`config.mk`:
```
export PLATFORM = sky130hd
export DESIGN_NAME = fecap_regs
export DESIGN_NICKNAME = d
export VERILOG_FILES = /design/src/shared/fecap_pkg.sv /design/src/design/fecap_link_timer.sv /design/src/design/fecap_regs.sv
export SDC_FILE = /design/constraint.sdc
export NUM_CORES = 1
export LEC_CHECK = 0
export BUFFER_PORTS_ARGS = -buffer_cell sky130_fd_sc_hd__buf_2
export CAP_MARGIN = 40
export CORE_MARGIN = 4
export CORE_UTILIZATION = 35
export CTS_CLUSTER_SIZE = 40
export DETAILED_ROUTE_END_ITERATION = 6
export PLACE_DENSITY = 0.58
export SLEW_MARGIN = 20
export SYNTH_ARGS = -nofsm -noshare
export SYNTH_HDL_FRONTEND = slang
export SYNTH_SLANG_ARGS = --single-unit
```
`constraint.sdc`:
```
create_clock -name I_CLK -period 5.85 [get_ports I_CLK]
set_input_delay 0 -clock I_CLK [delete_from_list [all_inputs] [get_ports I_CLK]]
set_output_delay 0 -clock I_CLK [all_outputs]
set_load 0.02 [all_outputs]
```
`src/shared/fecap_pkg.sv`:
```
// shared constants for the far-end capability register slice
package fecap_pkg;
	// register indices; byte address is four times the index
	localparam logic [7:0] IDX_CAP_LOW = 8'h20;
	localparam logic [7:0] IDX_CAP_HIGH = 8'h21;
	localparam logic [7:0] IDX_LD_CTRL = 8'h26;
	localparam logic [7:0] IDX_PORT_CTRL = 8'h28;
	localparam logic [7:0] IDX_IRQ_STATUS = 8'h29;
	localparam logic [7:0] IDX_IRQ_CLEAR = 8'h2A;
	localparam logic [7:0] IDX_IRQ_ENABLE = 8'h2B;
	localparam int IDX_LSB = 2;
	localparam int IDX_W = 8;

	// field positions in the low capability register, then load, high-field and timer-select widths
	localparam int FREEZE_BIT = 7;
	localparam int MODE0_BIT = 6;
	localparam int TWO_LANE_BIT = 3;
	localparam int CHAN_ROLE_BIT = 2;
	localparam int DEEP_COLOR_BIT = 1;
	localparam int FWD_PIN_BIT = 0;
	localparam int LOAD_W = 7;
	localparam int MODE_HI_W = 2;
	localparam int LDT_SEL_W = 3;

	// interrupt status bits
	localparam int IRQ_LINK_LOST = 0;
	localparam int IRQ_CAP_LOADED = 1;
	localparam int IRQ_W = 2;

	// values after reset
	localparam logic [7:0] CAP_LOW_RESET = 8'h00;
	localparam logic [1:0] CAP_HIGH_RESET = 2'h0;
	localparam logic [2:0] LDT_SEL_RESET = 3'h0;
	localparam logic [1:0] IRQ_RESET = 2'h0;

	// control channel modes
	typedef enum logic [2:0] {
		MODE_NORMAL = 3'h0,
		MODE_GPIO1 = 3'h1,
		MODE_GPIO2 = 3'h2,
		MODE_GPIO4 = 3'h3,
		MODE_RSVD4 = 3'h4,
		MODE_RSVD5 = 3'h5,
		MODE_SPI_FWD = 3'h6,
		MODE_SPI_REV = 3'h7
	} fecap_mode_t;

	// link-detect timeouts in nanoseconds, indexed by the timer select
	localparam int CLK_PERIOD_NS = 25;
	localparam int LDT_0_NS = 162000;
	localparam int LDT_1_NS = 325000;
	localparam int LDT_2_NS = 650000;
	localparam int LDT_3_NS = 1300000;
	localparam int LDT_4_NS = 10250;
	localparam int LDT_5_NS = 20500;
	localparam int LDT_6_NS = 41000;
	localparam int LDT_7_NS = 82000;
	// least times, rounded up to whole cycles
	localparam int LDT_0_CYC = (LDT_0_NS + CLK_PERIOD_NS - 1) / CLK_PERIOD_NS;
	localparam int LDT_1_CYC = (LDT_1_NS + CLK_PERIOD_NS - 1) / CLK_PERIOD_NS;
	localparam int LDT_2_CYC = (LDT_2_NS + CLK_PERIOD_NS - 1) / CLK_PERIOD_NS;
	localparam int LDT_3_CYC = (LDT_3_NS + CLK_PERIOD_NS - 1) / CLK_PERIOD_NS;
	localparam int LDT_4_CYC = (LDT_4_NS + CLK_PERIOD_NS - 1) / CLK_PERIOD_NS;
	localparam int LDT_5_CYC = (LDT_5_NS + CLK_PERIOD_NS - 1) / CLK_PERIOD_NS;
	localparam int LDT_6_CYC = (LDT_6_NS + CLK_PERIOD_NS - 1) / CLK_PERIOD_NS;
	localparam int LDT_7_CYC = (LDT_7_NS + CLK_PERIOD_NS - 1) / CLK_PERIOD_NS;
	localparam int LDT_CNT_W = 16;

	// number of high-speed gpios a mode carries; reserved modes carry none
	function automatic logic [2:0] gpio_count(input logic [2:0] mode);
		case (fecap_mode_t'(mode))
			MODE_GPIO1: gpio_count = 3'h1;
			MODE_GPIO2: gpio_count = 3'h2;
			MODE_GPIO4: gpio_count = 3'h4;
			default: gpio_count = 3'h0;
		endcase
	endfunction
endpackage

```
`src/design/fecap_link_timer.sv`:
```
// link-detect watchdog for one port
`timescale 1ns/1ps
module fecap_link_timer #(
	parameter int CNT_W = 16,
	parameter logic [8*16-1:0] LIMITS = '1
)(
	// clock and reset
	input wire logic clk,
	input wire logic reset,
	// control
	input wire logic i_enable,
	input wire logic i_valid_comm,
	input wire logic [2:0] i_sel,
	// status
	output logic o_link_detect,
	output logic o_lost
);
	if (CNT_W != 16) begin : g_bad_width
		$error("fecap_link_timer: limits are packed 16 bits wide");
	end

	logic [CNT_W-1:0] cnt;
	logic [CNT_W-1:0] next_cnt;
	logic [CNT_W-1:0] limit;
	logic next_link_detect;
	logic next_lost;

	assign limit = LIMITS[i_sel*CNT_W +: CNT_W];

	always_comb
	begin
		next_cnt = cnt;
		next_link_detect = o_link_detect;
		next_lost = 1'b0;
		if (!i_enable)
		begin
			next_cnt = '0;
			next_link_detect = 1'b0;
		end
		else if (i_valid_comm)
		begin
			next_cnt = '0;
			next_link_detect = 1'b1;
		end
		else if (o_link_detect)
		begin
			if (cnt >= limit - 1'b1)
			begin
				next_cnt = '0;
				next_link_detect = 1'b0;
				next_lost = 1'b1;
			end
			else
			begin
				next_cnt = cnt + 1'b1;
			end
		end
	end

	always_ff @(posedge clk or posedge reset)
	begin
		if (reset)
		begin
			cnt <= '0;
			o_link_detect <= 1'b0;
			o_lost <= 1'b0;
		end
		else
		begin
			cnt <= next_cnt;
			o_link_detect <= next_link_detect;
			o_lost <= next_lost;
		end
	end
endmodule

```
`src/design/fecap_regs.sv`:
```
// far-end capability registers, link-detect timing and apb slave
// Summary of operation
// - channel-role bit reads 0 for primary channel, 1 for secondary channel
// - capability fields auto-load from the far end after receive lock
// - freeze (low bit 7) stops auto-loading and keeps both registers
// - second-port select steers capability reads and writes to port one, except in single-link builds
// - low bit 1 flags deep colour together with high-quality sound
// - low bit 0 flags gpio carried in the forward frame
// - mode is high bits 1:0 above one bit of the low register
// - lowest mode bit lives in low register bit 6
// - mode decodes normal, 1/2/4 fast gpios, reserved, forward or reverse spi
// - single-link builds use only the normal back-channel mode
// - link detect drops when the timer expires without valid traffic
// - timeout select picks 162u,325u,650u,1.3m,10.25u,20.5u,41u,82u
`timescale 1ns/1ps
module fecap_regs #(
	parameter int ADDR_W = 12,
	parameter bit SINGLE_LINK = 1'b0,
	parameter int LDT_0_CYC = fecap_pkg::LDT_0_CYC,
	parameter int LDT_1_CYC = fecap_pkg::LDT_1_CYC,
	parameter int LDT_2_CYC = fecap_pkg::LDT_2_CYC,
	parameter int LDT_3_CYC = fecap_pkg::LDT_3_CYC
)(
	// clock and reset
	input wire logic I_CLK,
	input wire logic I_RESET,
	// apb slave
	input wire logic I_PSEL,
	input wire logic I_PENABLE,
	input wire logic I_PWRITE,
	input wire logic [ADDR_W-1:0] I_PADDR,
	input wire logic [31:0] I_PWDATA,
	input wire logic [3:0] I_PSTRB,
	output logic O_PREADY,
	output logic [31:0] O_PRDATA,
	output logic O_PSLVERR,
	// auto-load from the control channel
	input wire logic I_CAP_LOAD,
	input wire logic I_CAP_LOAD_PORT,
	input wire logic [6:0] I_CAP_LOAD_LOW,
	input wire logic [1:0] I_CAP_LOAD_HIGH,
	input wire logic [1:0] I_RX_LOCK,
	input wire logic [1:0] I_VALID_COMM,
	// per-port status, port p at bit p, or at bits 3p+2:3p for the three-bit fields
	output logic [1:0] O_LINK_DETECT,
	output logic [5:0] O_CONTROL_CHANNEL_MODE,
	output logic [5:0] O_HS_GPIO_COUNT,
	output logic [1:0] O_HS_SPI_FWD,
	output logic [1:0] O_HS_SPI_REV,
	// interrupt
	output logic O_IRQ
);
	if (ADDR_W < 11 || ADDR_W > 32) begin : g_bad_addr
		$error("fecap_regs: address width must be 11 to 32");
	end
	if (LDT_3_CYC > 65535 || LDT_0_CYC < 1 || LDT_1_CYC < 1 || LDT_2_CYC < 1) begin : g_bad_ldt
		$error("fecap_regs: timeout counts must fit 16 bits");
	end

	localparam logic [8*16-1:0] LDT_LIMITS = {
		16'(fecap_pkg::LDT_7_CYC), 16'(fecap_pkg::LDT_6_CYC),
		16'(fecap_pkg::LDT_5_CYC), 16'(fecap_pkg::LDT_4_CYC),
		16'(LDT_3_CYC), 16'(LDT_2_CYC), 16'(LDT_1_CYC), 16'(LDT_0_CYC)};

	logic [7:0] cap_low [2];
	logic [1:0] cap_high [2];
	logic [7:0] next_cap_low [2];
	logic [1:0] next_cap_high [2];
	logic [1:0] load_ok;
	logic [1:0] lost;
	logic port_sel;
	logic next_port_sel;
	logic active_port;
	logic [2:0] ldt_sel;
	logic [2:0] next_ldt_sel;
	logic [1:0] irq_status;
	logic [1:0] next_irq_status;
	logic [1:0] irq_enable;
	logic [1:0] next_irq_enable;
	logic [1:0] irq_event;
	logic [1:0] irq_clear;
	logic [31:0] next_prdata;
	logic next_pslverr;
	logic [7:0] idx;
	logic hit;
	logic mapped;
	logic [31:0] rd_value;
	logic wr;

	assign idx = I_PADDR[fecap_pkg::IDX_LSB +: fecap_pkg::IDX_W];
	assign mapped = hit && I_PADDR[1:0] == 2'h0 && (I_PADDR >> (fecap_pkg::IDX_LSB + fecap_pkg::IDX_W)) == '0;
	// zero-wait slave: access phase always completes
	assign O_PREADY = I_PSEL && I_PENABLE;
	// data lives in lane 0, so a write without that strobe changes nothing
	assign wr = I_PSEL && I_PENABLE && I_PWRITE && I_PSTRB[0] && mapped;
	// port select; single-link parts only have port zero
	assign active_port = port_sel && !SINGLE_LINK;

	always_comb
	begin
		hit = 1'b1;
		rd_value = 32'h0000_0000;
		case (idx)
			fecap_pkg::IDX_CAP_LOW: rd_value[7:0] = cap_low[active_port];
			fecap_pkg::IDX_CAP_HIGH: rd_value[1:0] = cap_high[active_port];
			fecap_pkg::IDX_LD_CTRL: rd_value[2:0] = ldt_sel;
			fecap_pkg::IDX_PORT_CTRL: rd_value[0] = port_sel;
			fecap_pkg::IDX_IRQ_STATUS: rd_value[1:0] = irq_status;
			fecap_pkg::IDX_IRQ_CLEAR: rd_value = 32'h0000_0000;
			fecap_pkg::IDX_IRQ_ENABLE: rd_value[1:0] = irq_enable;
			default: hit = 1'b0;
		endcase
	end

	// read data is captured in the setup phase and held through access
	always_comb
	begin
		next_prdata = O_PRDATA;
		next_pslverr = O_PSLVERR;
		if (I_PSEL && !I_PENABLE)
		begin
			next_prdata = (mapped && !I_PWRITE) ? rd_value : 32'h0000_0000;
			next_pslverr = !mapped;
		end
	end

	always_ff @(posedge I_CLK or posedge I_RESET)
	begin
		if (I_RESET)
		begin
			O_PRDATA <= 32'h0000_0000;
			O_PSLVERR <= 1'b0;
		end
		else
		begin
			O_PRDATA <= next_prdata;
			O_PSLVERR <= next_pslverr;
		end
	end

	for (genvar p = 0; p < 2; p++)
	begin : g_port
		logic [2:0] mode;
		logic [2:0] eff_mode;
		logic sw_low;
		logic sw_high;

		assign sw_low = wr && idx == fecap_pkg::IDX_CAP_LOW && active_port == p;
		assign sw_high = wr && idx == fecap_pkg::IDX_CAP_HIGH && active_port == p;
		// load only after lock and only while not frozen
		assign load_ok[p] = I_CAP_LOAD && I_CAP_LOAD_PORT == p && I_RX_LOCK[p]
			&& !cap_low[p][fecap_pkg::FREEZE_BIT];
		assign mode = {cap_high[p], cap_low[p][fecap_pkg::MODE0_BIT]};
		// single link falls back to the normal back-channel frame
		assign eff_mode = SINGLE_LINK ? fecap_pkg::MODE_NORMAL : mode;

		always_comb
		begin
			next_cap_low[p] = cap_low[p];
			next_cap_high[p] = cap_high[p];
			if (load_ok[p])
			begin
				next_cap_low[p][fecap_pkg::LOAD_W-1:0] = I_CAP_LOAD_LOW;
				next_cap_high[p] = I_CAP_LOAD_HIGH;
			end
			// software wins a same-cycle collision; freeze only comes from here
			if (sw_low)
			begin
				next_cap_low[p] = I_PWDATA[7:0];
			end
			if (sw_high)
			begin
				next_cap_high[p] = I_PWDATA[fecap_pkg::MODE_HI_W-1:0];
			end
		end

		always_ff @(posedge I_CLK or posedge I_RESET)
		begin
			if (I_RESET)
			begin
				cap_low[p] <= fecap_pkg::CAP_LOW_RESET;
				cap_high[p] <= fecap_pkg::CAP_HIGH_RESET;
				O_CONTROL_CHANNEL_MODE[3*p +: 3] <= 3'h0;
				O_HS_GPIO_COUNT[3*p +: 3] <= 3'h0;
				O_HS_SPI_FWD[p] <= 1'b0;
				O_HS_SPI_REV[p] <= 1'b0;
			end
			else
			begin
				cap_low[p] <= next_cap_low[p];
				cap_high[p] <= next_cap_high[p];
				O_CONTROL_CHANNEL_MODE[3*p +: 3] <= eff_mode;
				O_HS_GPIO_COUNT[3*p +: 3] <= fecap_pkg::gpio_count(eff_mode);
				O_HS_SPI_FWD[p] <= eff_mode == fecap_pkg::MODE_SPI_FWD;
				O_HS_SPI_REV[p] <= eff_mode == fecap_pkg::MODE_SPI_REV;
			end
		end

		fecap_link_timer #(
			.CNT_W(fecap_pkg::LDT_CNT_W),
			.LIMITS(LDT_LIMITS)
		) u_timer (
			.clk(I_CLK),
			.reset(I_RESET),
			.i_enable(I_RX_LOCK[p]),
			.i_valid_comm(I_VALID_COMM[p]),
			.i_sel(ldt_sel),
			.o_link_detect(O_LINK_DETECT[p]),
			.o_lost(lost[p])
		);
	end

	assign irq_event[fecap_pkg::IRQ_LINK_LOST] = |lost;
	assign irq_event[fecap_pkg::IRQ_CAP_LOADED] = |load_ok;
	assign irq_clear = (wr && idx == fecap_pkg::IDX_IRQ_CLEAR) ? I_PWDATA[1:0] : 2'h0;
	assign O_IRQ = |(irq_status & irq_enable);

	always_comb
	begin
		next_port_sel = port_sel;
		next_ldt_sel = ldt_sel;
		next_irq_enable = irq_enable;
		// a new event beats a clear in the same cycle
		next_irq_status = (irq_status & ~irq_clear) | irq_event;
		if (wr && idx == fecap_pkg::IDX_PORT_CTRL)
		begin
			next_port_sel = I_PWDATA[0];
		end
		if (wr && idx == fecap_pkg::IDX_LD_CTRL)
		begin
			next_ldt_sel = I_PWDATA[fecap_pkg::LDT_SEL_W-1:0];
		end
		if (wr && idx == fecap_pkg::IDX_IRQ_ENABLE)
		begin
			next_irq_enable = I_PWDATA[fecap_pkg::IRQ_W-1:0];
		end
	end

	always_ff @(posedge I_CLK or posedge I_RESET)
	begin
		if (I_RESET)
		begin
			port_sel <= 1'b0;
			ldt_sel <= fecap_pkg::LDT_SEL_RESET;
			irq_status <= fecap_pkg::IRQ_RESET;
			irq_enable <= fecap_pkg::IRQ_RESET;
		end
		else
		begin
			port_sel <= next_port_sel;
			ldt_sel <= next_ldt_sel;
			irq_status <= next_irq_status;
			irq_enable <= next_irq_enable;
		end
	end
endmodule

```
; ---- Word-level counts from Yosys, hierarchy flattened
; Cells that the tools add are included.
[word_totals]
reg_bits = 113
in_bits = 68
word_cells = 145
[classes]
reduce_logical = 39
magnitude_cmp = 3
n_shift = 1
mux = 47
addsub = 3
eq_ne = 19
bitwise_logic = 7
[ops]
columns = cell, n
row1 = two-way mux 16 bit, 8
row2 = "indexed part select 128 x 8 -> 16 bit, first input constant", 1
row3 = "equality test 8 x 6 -> 1 bit, second input constant", 7
row4 = "adder 16 x 1 -> 16 bit, second input constant", 2
row5 = >= comparator 16 bit, 2
row6 = two-way mux 8 bit, 4
row7 = two-way mux 7 bit, 4
row8 = logical AND 1 bit, 24
row9 = case mux 3 bit (3 select lines), 2
row10 = two-way mux 1 bit, 17
row11 = two-way mux 2 bit, 8
row12 = "subtractor 16 x 1 -> 16 bit, second input constant", 1
row13 = "equality test 3 x 2 -> 1 bit, second input constant", 4
row14 = "equality test 3 bit, second input constant", 4
row15 = logical NOT 12 bit, 1
row16 = nonzero test 2 bit, 4
row17 = OR reduction 7 bit, 1
row18 = "equality test 3 x 1 -> 1 bit, second input constant", 2
row19 = "!= test 3 x 1 -> 1 bit, second input constant", 2
row20 = case mux 1 bit (6 select lines), 1
row21 = OR reduction 2 bit, 3
row22 = logical NOT 1 bit, 5
row23 = two-way mux 5 bit, 1
row24 = case mux 1 bit (5 select lines), 1
row25 = other kinds (8), 10

; ---- Depth between registers and ports, before layout
; Gate-level depths: netlist of run 1.
[depth]
ltp_word = 11
mapped_depth = 15
depth_no_buf = 13

; ---- Cells and area by module
; A second synthesis of run 1 with hierarchy kept.
[hier_totals]
cells_unflattened = 664
area_unflattened_um2 = 6304.8
[by_module_without_submodules]
columns = mod, seq_area_each_um2, cells_each, area_per_inst_um2, n_inst
row1 = fecap_regs, 1326.3, 221, 2687.6, 1
row2 = fecap_link_timer (g_port[1].u_timer), 450.4, 232, 1866.8, 1
row3 = fecap_link_timer (g_port[0].u_timer), 450.4, 211, 1750.4, 1

; ---- Worst setup path after synthesis of run 1
; Ideal clock, no wire load.
[synth_timing]
path_type = reg-to-reg
start = register ldt_sel[0]
end = register g_port[1].u_timer.o_lost
synth_period_minus_slack_ns = 4.174
required_time_ns = 5.730
path_buffers = 2
path_slack_ns = 1.676
setup_ns = 0.120
stages_incl_launch_ff = 16
arrival_time_ns = 4.054
cell_sequence = dfrtp_1 -> clkbuf_1 -> inv_1 -> ha_1 -> or2_2 -> a2111oi_0 -> a31oi_1 -> xor2_1 -> ha_1 -> a2111o_1 -> a211o_1 -> o2111a_1 -> o2111ai_4 -> buf_4 -> nand2_1 -> and3_1
[synth_via]
elab_chain_cells = 7
[synth_lines]
columns = element, line_no
row1 = from (decl), fecap_regs.sv:74  ; logic [2:0] ldt_sel;
row2 = from (signal assigned), fecap_regs.sv:244  ; ldt_sel <= fecap_pkg::LDT_SEL_RESET;
row3 = from (signal assigned), fecap_regs.sv:251  ; ldt_sel <= next_ldt_sel;
row4 = indexed part select 128 x 8 -> 16 bit, fecap_link_timer.sv:28  ; assign limit = LIMITS[i_sel*CNT_W +: CNT_W];
row5 = subtractor 16 x 1 -> 16 bit, fecap_link_timer.sv:47  ; if (cnt >= limit - 1'b1)
row6 = >= comparator 16 bit, fecap_link_timer.sv:47
row7 = two-way mux 1 bit, fecap_link_timer.sv:47
row8 = two-way mux 1 bit, fecap_link_timer.sv:45  ; else if (o_link_detect)
row9 = two-way mux 1 bit, fecap_link_timer.sv:40  ; else if (i_valid_comm)
row10 = two-way mux 1 bit, fecap_link_timer.sv:35  ; if (!i_enable)
row11 = net g_port[1].u_timer.next_lost, fecap_link_timer.sv:26  ; logic next_lost;
row12 = to (signal assigned), fecap_link_timer.sv:72  ; o_lost <= next_lost;
row13 = to (decl), fecap_link_timer.sv:16  ; output logic o_lost
; The timed path passes the listed nets, and every way through them passes these cells.
; A chain may end at the register's enable or synchronous reset.

; ---- Final worst setup path of run 1
[layout_timing]
start = register ldt_sel[1]
end = register g_port[0].u_timer.o_link_detect
[layout_via]
elab_chain_cells = 7
[layout_lines]
columns = element, line_no
row1 = indexed part select 128 x 8 -> 16 bit, fecap_link_timer.sv:28
row2 = subtractor 16 x 1 -> 16 bit, fecap_link_timer.sv:47
row3 = >= comparator 16 bit, fecap_link_timer.sv:47
row4 = two-way mux 1 bit, fecap_link_timer.sv:47
row5 = two-way mux 1 bit, fecap_link_timer.sv:45
row6 = two-way mux 1 bit, fecap_link_timer.sv:40
row7 = two-way mux 1 bit, fecap_link_timer.sv:35
row8 = net g_port[0].u_timer.next_link_detect, fecap_link_timer.sv:25  ; logic next_link_detect;
row9 = to (signal assigned), fecap_link_timer.sv:71  ; o_link_detect <= next_link_detect;
row10 = to (decl), fecap_link_timer.sv:15  ; output logic o_link_detect,
; The timed path passes the listed nets, and every way through them passes these cells.

==> impl_metrics.json, run 1 <==
{
  "status": "completed",
  "avgViaCountPerCell": 5.35,
  "gp_congestion": 0.853,
  "clkLatencyLatePin_ns": 0.35,
  "synth_cells": 605,
  "num_rows": 46,
  "cts_tree": "built",
  "post_synth_num_cell_types": 79,
  "hold_path.class": "input pin to flop",
  "grt_pass1_wl_um": 23700,
  "cap_viol_max_count": 0,
  "p_comb_frac": 0.134,
  "finalSetupViolations": 0,
  "drt_iter0_markers": 344,
  "synth_area_um2": 5840,
  "nNetsFinal": 800,
  "cts_buffers": 9,
  "synthAdderAreaFrac": 0.0802,
  "async_flop_share": 1.00,
  "crit_path_cell_trace": "inv_1 > ha_1 > or2_2 > a2111oi_0 > a31oi_1 > xor2_1 > ha_1 > a2111oi_0 > nand2_1 > o211a_1 > o2111ai_2 > buf_4 > a31oi_1 > nor2b_1 > dlygate4sd3_1",
  "antenna_found_initial": 0,
  "grt_max_degree": 62,
  "clkPwrFrac": 0.399,
  "clock_path_buffers": 2,
  "clock_sink_count": 89,
  "grt-ovfl-total": 0,
  "dpl.hpwl_um": 10800,
  "ys_warn_count": 0,
  "fp.dieArea_um2": 18800,
  "io_pins": 121,
  "fmax_mhz": 189,
  "drv_slew": 0,
  "fin_crit_ns": 5.28,
  "fin_setup_tns_ns": 0,
  "p_seq_frac": 0.467,
  "vdd_ir_drop_max_uv": 157,
  "port-buffer-count": 69,
  "ys_ff_latch": 89,
  "drc_errors": 0,
  "cts.clk_slew.worst_paths_ns": 0.07,
  "yosys_most_used_dff": "dfrtp_1",
  "area_growth_pct": 18.2,
  "stdcell_area_um2": 6900,
  "synth_compound_area_frac": 0.165,
  "required_ns": 6.14,
  "die_h_um": 137,
  "leakagePower_nw": 3.14,
  "crit_path_end_kind": "flop",
  "cp_max_fo": 18,
  "ctsResizeCount": 0,
  "avgSynthCellArea_um2": 9.65,
  "num_antenna_cells": 0,
  "period_share": 0.903,
  "grtUsageTotal": 0.156,
  "slowest_stage": "a2111oi_0",
  "grt_use_met3": 0.0276,
  "initial_core_util": 0.362,
  "relSlewSlack": 0.469,
  "use_met1": 0.218,
  "power.density_nw_per_um2": 212,
  "synthSimpleGateAreaFrac": 0.213,
  "num_vias": 4918,
  "cp-start-kind": "flop",
  "seq_area_frac_synth": 0.382,
  "wl_per_cell_um": 16.0,
  "synthXorXnorAreaFrac": 0.0197,
  "core_area_um2": 16100,
  "crit_buf_inv": 3,
  "path_class": "flop to flop",
  "drt_first_pass_iters": 5,
  "die_w_um": 137,
  "top_usage_layer": "met2",
  "synth-edff-count": 0,
  "worst_ep_arrival_time_ns": 5.57,
  "drive_above_1_share": 0.202,
  "drtAntennaViolNets": 0,
  "wirelength_um": 14700,
  "cts_root_buf": "clkbuf_16",
  "synthMuxAreaShare": 0.0723,
  "fillers": 1574,
  "power_switching_mw": 0.422,
  "p_sw_frac": 0.289,
  "worst_pin_slew_ns": 0.796,
  "slowest_delay_ns": 0.65,
  "skew_ns": 0.00612,
  "p_int_mw": 1.04,
  "place_area_um2": 6280,
  "rsz0062_at_grt": "false",
  "met2_usage": 0.246,
  "cpLargestDelayFamily": "compound AO/OA/AOI/OAI gates",
  "grt_pass1_vias": 4722,
  "hold_viol_final": 0,
  "htree_levels": 3,
  "synth_top_family_by_area": "simple AND/OR/NAND/NOR gates"
}
synth_stat cells, drive strengths merged (9+ instances only):
cell / n / area (um2)
inv: 22 / 82.6
nand2: 75 / 284
nand3: 36 / 193
mux2: 17 / 191
clkbuf: 12 / 45.0
mux2i: 20 / 208
a31oi: 27 / 175
buf: 35 / 264
nor2: 32 / 123
and2: 10 / 62.6
ha: 34 / 425
dfrtp: 89 / 2230
nand4: 12 / 75.1
a21oi: 16 / 80.1
nor3: 9 / 45.0
o21ai: 21 / 105
layout by cell type, fill, tap and decap left out, types with 5 or more instances in the layout:
master and count:
a21oi_1 16, a22o_1 8, a31o_2 5, a31oi_1 26, and2_1 10, and3_1 8, and3b_1 5, and4_1 5
buf_2 69, buf_4 7, clkbuf_16 9, conb_1 24, dfrtp_1 89, dlygate4sd3_1 29, ha_1 34, inv_1 21
mux2_2 17, mux2i_1 18, nand2_1 74, nand3_1 35, nand4_1 12, nor2_1 31, nor2b_1 8, nor3_1 9
nor3b_1 6, o21ai_0 19, xor2_1 5
final timing paths:
check                                                        start                                   endpoint  slack, ns  cells after the start
worst min register to register  g_port[0].u_timer.o_lost$_DFF_PP0_                    irq_status[0]$_DFF_PP0_       0.45                      1
worst max register to register              ldt_sel[1]$_DFFE_PP0P_  g_port[0].u_timer.o_link_detect$_DFF_PP0_       0.57                     15
worst min-delay path                            I_CAP_LOAD_HIGH[0]                    cap_high[0]$_DFFE_PP0P_       0.02                      4
worst max-delay path                        ldt_sel[1]$_DFFE_PP0P_  g_port[0].u_timer.o_link_detect$_DFF_PP0_       0.57                     15
min in group asynchronous                                  I_RESET      g_port[0].u_timer.cnt[15]$_DFFE_PP0P_       0.22                      3
max in group asynchronous                                  I_RESET        O_CONTROL_CHANNEL_MODE[1]$_DFF_PP0_       4.63                      5
worst register-to-register path: cells and delay by family (launching register included):
family / cells / cell delay [ns]
XOR/XNOR: 1 / 0.30
buffers and inverters: 3 / 1.12
AND/OR/NAND/NOR: 3 / 0.57
flip-flops: 1 / 0.59
AO/OA/AOI/OAI: 6 / 2.04
adder cells (fa/ha/maj): 2 / 0.62
layer usage:
layer,vias up,share of wire
met2,146,0.48
met3,21,0.049
met5,-,0
met4,0,0.017
li1,2373,-
met1,2378,0.46
final cells by class:
type / instances / area [um2] / area share
clock inverter: 7 / 73.8 / 0.0107
multi-input combinational: 469 / 3310 / 0.479
clock buffer: 9 / 225 / 0.0327
tap: 216 / 270 / 0.0392
sequential: 89 / 2230 / 0.323
timing repair buffer: 106 / 708 / 0.103
inverter: 23 / 87.6 / 0.0127
state kept, by name, indices dropped and copies added, names as in the netlist:
name,cells
O_HS_SPI_REV,2
g_port.u_timer.o_link_detect,2
irq_status,2
O_PSLVERR,1
cap_high,4
active_port,1
O_PRDATA,8
ldt_sel,3
O_HS_GPIO_COUNT,6
g_port.u_timer.cnt,32
O_HS_SPI_FWD,2
g_port.u_timer.o_lost,2
O_CONTROL_CHANNEL_MODE,6
irq_enable,2
cap_low,16
cell families after synthesis:
group | count (synthesis)
flops | 89
mux | 38
fa+ha+maj | 38
buf+inv | 70
other cells | 1
compound gates | 126
xor+xnor | 10
simple gates | 233
what timing repair did:
item | CTS | global route
hold buffers | 29 | 0
setup buffers | 0 | 0
hold endpoints to repair | 52 | 0
through the flow:
| stage | utilization | setup slack [ns] | std cells | total power, mW | hold slack, ns |
|---|---|---|---|---|---|
| 2_1_floorplan | - | 1.68 | 628 | 0.816 | 0.117 |
| 3_3_place_gp | 0.389 | 1.07 | 871 | 0.859 | 0.0643 |
| 3_5_place_dp | 0.390 | 0.923 | 872 | 0.867 | 0.0693 |
| 4_1_cts | 0.426 | 0.612 | 917 | 1.47 | 0.00951 |
| 5_1_grt | 0.428 | 0.251 | 919 | 1.52 | 0.0362 |
| 6_report | 0.428 | 0.567 | 919 | 1.46 | 0.0231 |
power groups by stage:
stage / clock network, mW / logic (mW) / registers, mW
floorplan: 0 / 0.109 / 0.707
CTS: 0.592 / 0.195 / 0.684
finish: 0.583 / 0.196 / 0.684
detailed placement: 0 / 0.171 / 0.696
global placement: 0 / 0.166 / 0.692
global route: 0.613 / 0.216 / 0.690
No activity file was read; power rests on OpenSTA's default activity.
==> run 2: changes to the inputs <==
- GPL_TIMING_DRIVEN: unset -> 0
==> impl_metrics.json, run 2 (synthesized netlist as in run 1, its figures left out) <==
{
  "num_vias": 5068,
  "vdd_ir_drop_max_uv": 131,
  "crit-reg2reg-launch": "ldt_sel[0]$_DFFE_PP0P_",
  "worst_pin_slew_ns": 0.801,
  "grtUsageTotal": 0.165,
  "hold_path.class": "input pin to flop",
  "grt_max_degree": 75,
  "clkLatencyLatePin_ns": 0.35,
  "grt-ovfl-total": 0,
  "io_pins": 121,
  "power.density_nw_per_um2": 207,
  "antenna_found_initial": 0,
  "cts_root_buf": "clkbuf_16",
  "drtAntennaViolNets": 0,
  "die_h_um": 137,
  "drc_errors": 0,
  "stdcell_area_um2": 7140,
  "initial_core_util": 0.362,
  "num_rows": 46,
  "hold_viol_final": 0,
  "cp-start-kind": "flop",
  "area_growth_pct": 22.3,
  "path_class": "flop to flop",
  "port-buffer-count": 69,
  "dp_slack_ns": 0.846,
  "cts_tree": "built",
  "fin_ws_ns": 0.363,
  "nNetsFinal": 838,
  "drv_slew": 0,
  "skew_ns": 0.00755,
  "finalSetupViolations": 0,
  "num_antenna_cells": 0,
  "layout_common_cells": "dfrtp_1 (89), nand2_1 (74), buf_2 (70)",
  "status": "completed",
  "htree_levels": 3,
  "whs_ns": 0.0144,
  "grt_pass1_vias": 4989,
  "die_w_um": 137,
  "gp_congestion": 0.920,
  "cts.clk_slew.worst_paths_ns": 0.07,
  "fin_crit_ns": 5.49,
  "crit_path_end_kind": "flop",
  "placedCellCount": 914,
  "crit_path_start": "ldt_sel[0]$_DFFE_PP0P_",
  "core_area_um2": 16100,
  "rsz0062_at_grt": "false",
  "fin_util": 0.443,
  "clock_sink_count": 89,
  "power.total_mw": 1.48,
  "wl_per_cell_um": 16.2,
  "period_share": 0.938,
  "place_area_um2": 6570,
  "final_cells": 957,
  "fin_setup_tns_ns": 0,
  "fmax_mhz": 182,
  "cap_viol_max_count": 0,
  "drive_above_1_share": 0.225,
  "grt_pass1_wl_um": 25000,
  "drt_first_pass_iters": 7,
  "worst_ep_arrival_time_ns": 5.78,
  "leakagePower_nw": 3.28,
  "hp-start": "I_PWDATA[0]",
  "final_common_cell": "dfrtp_1",
  "cts_buffers": 9,
  "drt_iter0_markers": 362,
  "fp.dieArea_um2": 18800,
  "reg_top3": "g_port.u_timer.cnt x32, cap_low x16, O_PRDATA x8",
  "clock_path_buffers": 2,
  "cp_max_fo": 10,
  "regMostFlops": "g_port.u_timer.cnt",
  "dpl.hpwl_um": 11500,
  "largest_reg_flops": 32,
  "relSlewSlack": 0.452,
  "avgViaCountPerCell": 5.30,
  "required_ns": 6.14,
  "ctsResizeCount": 0,
  "wirelength_um": 15500
}
run 2: cell count changes in the layout (fill, tap and decap cells not counted), sizes merged:
cell | before | now
buf | 77 | 105
clkbuf | 9 | 21
clkinv | 6 | 2
clkinvlp | 0 | 2
dlygate4sd3 | 29 | 27
inv | 24 | 26
run 2: report_power, final:
group | switching, mW | leakage (nW) | internal (mW)
combinational | 0.116 | 1.96 | 0.0959
sequential | 0.0283 | 1.18 | 0.654
clock | 0.281 | 0.139 | 0.301
run 2: critical path, stage by stage (launching register included):
cell,delay (ns)
dfrtp_1,0.43
clkbuf_1,0.39
inv_1,0.18
ha_1,0.32
or2_2,0.36
a2111oi_0,0.73
a31oi_1,0.19
xor2_1,0.29
ha_1,0.31
a2111o_1,0.40
a211o_1,0.25
o2111a_1,0.16
o2111ai_4,0.37
buf_4,0.25
nand2_1,0.10
o21ai_1,0.15
dlygate4sd3_1,0.56
run 2: worst paths after layout:
check / depth (start not counted) / to / slack [ns]
setup / recovery: 16 / g_port[1].u_timer.o_link_detect$_DFF_PP0_ / 0.36
setup reg to reg: 16 / g_port[1].u_timer.o_link_detect$_DFF_PP0_ / 0.36
hold / removal: 3 / cap_low[8]$_DFFE_PP0P_ / 0.01
hold reg to reg: 1 / irq_status[0]$_DFF_PP0_ / 0.44
min in group asynchronous: 3 / g_port[1].u_timer.cnt[9]$_DFFE_PP0P_ / 0.13
max in group asynchronous: 4 / O_PRDATA[2]$_DFFE_PP0P_ / 5.11
run 2: layout make-up:
cell class	instances	area [um2]
Tap cell	216	270
Clock inverter	7	71.3
Sequential cell	89	2230
Inverter	23	91.3
Clock buffer	9	225
Buffer	47	309
Multi-Input combinational cell	469	3300
Fill cell	1594	8980
Timing Repair Buffer	97	643
run 2: repair_timing:
item                                   in CTS  in global routing
endpoints found under the hold margin     112                  0
buffers inserted                            0                  0
hold buffers                               27                  0
run 2: metal layers:
| layer | part of all wire | vias to the layer above | track usage | wire, um |
|---|---|---|---|---|
| met5 | 0 | - | 0 | 0 |
| met4 | 0.020 | 0 | 0.0676 | 310 |
| met3 | 0.045 | 29 | 0.0232 | 696 |
| met2 | 0.47 | 160 | 0.263 | 7350 |
| met1 | 0.46 | 2437 | 0.226 | 7120 |
| li1 | - | 2442 | - | - |
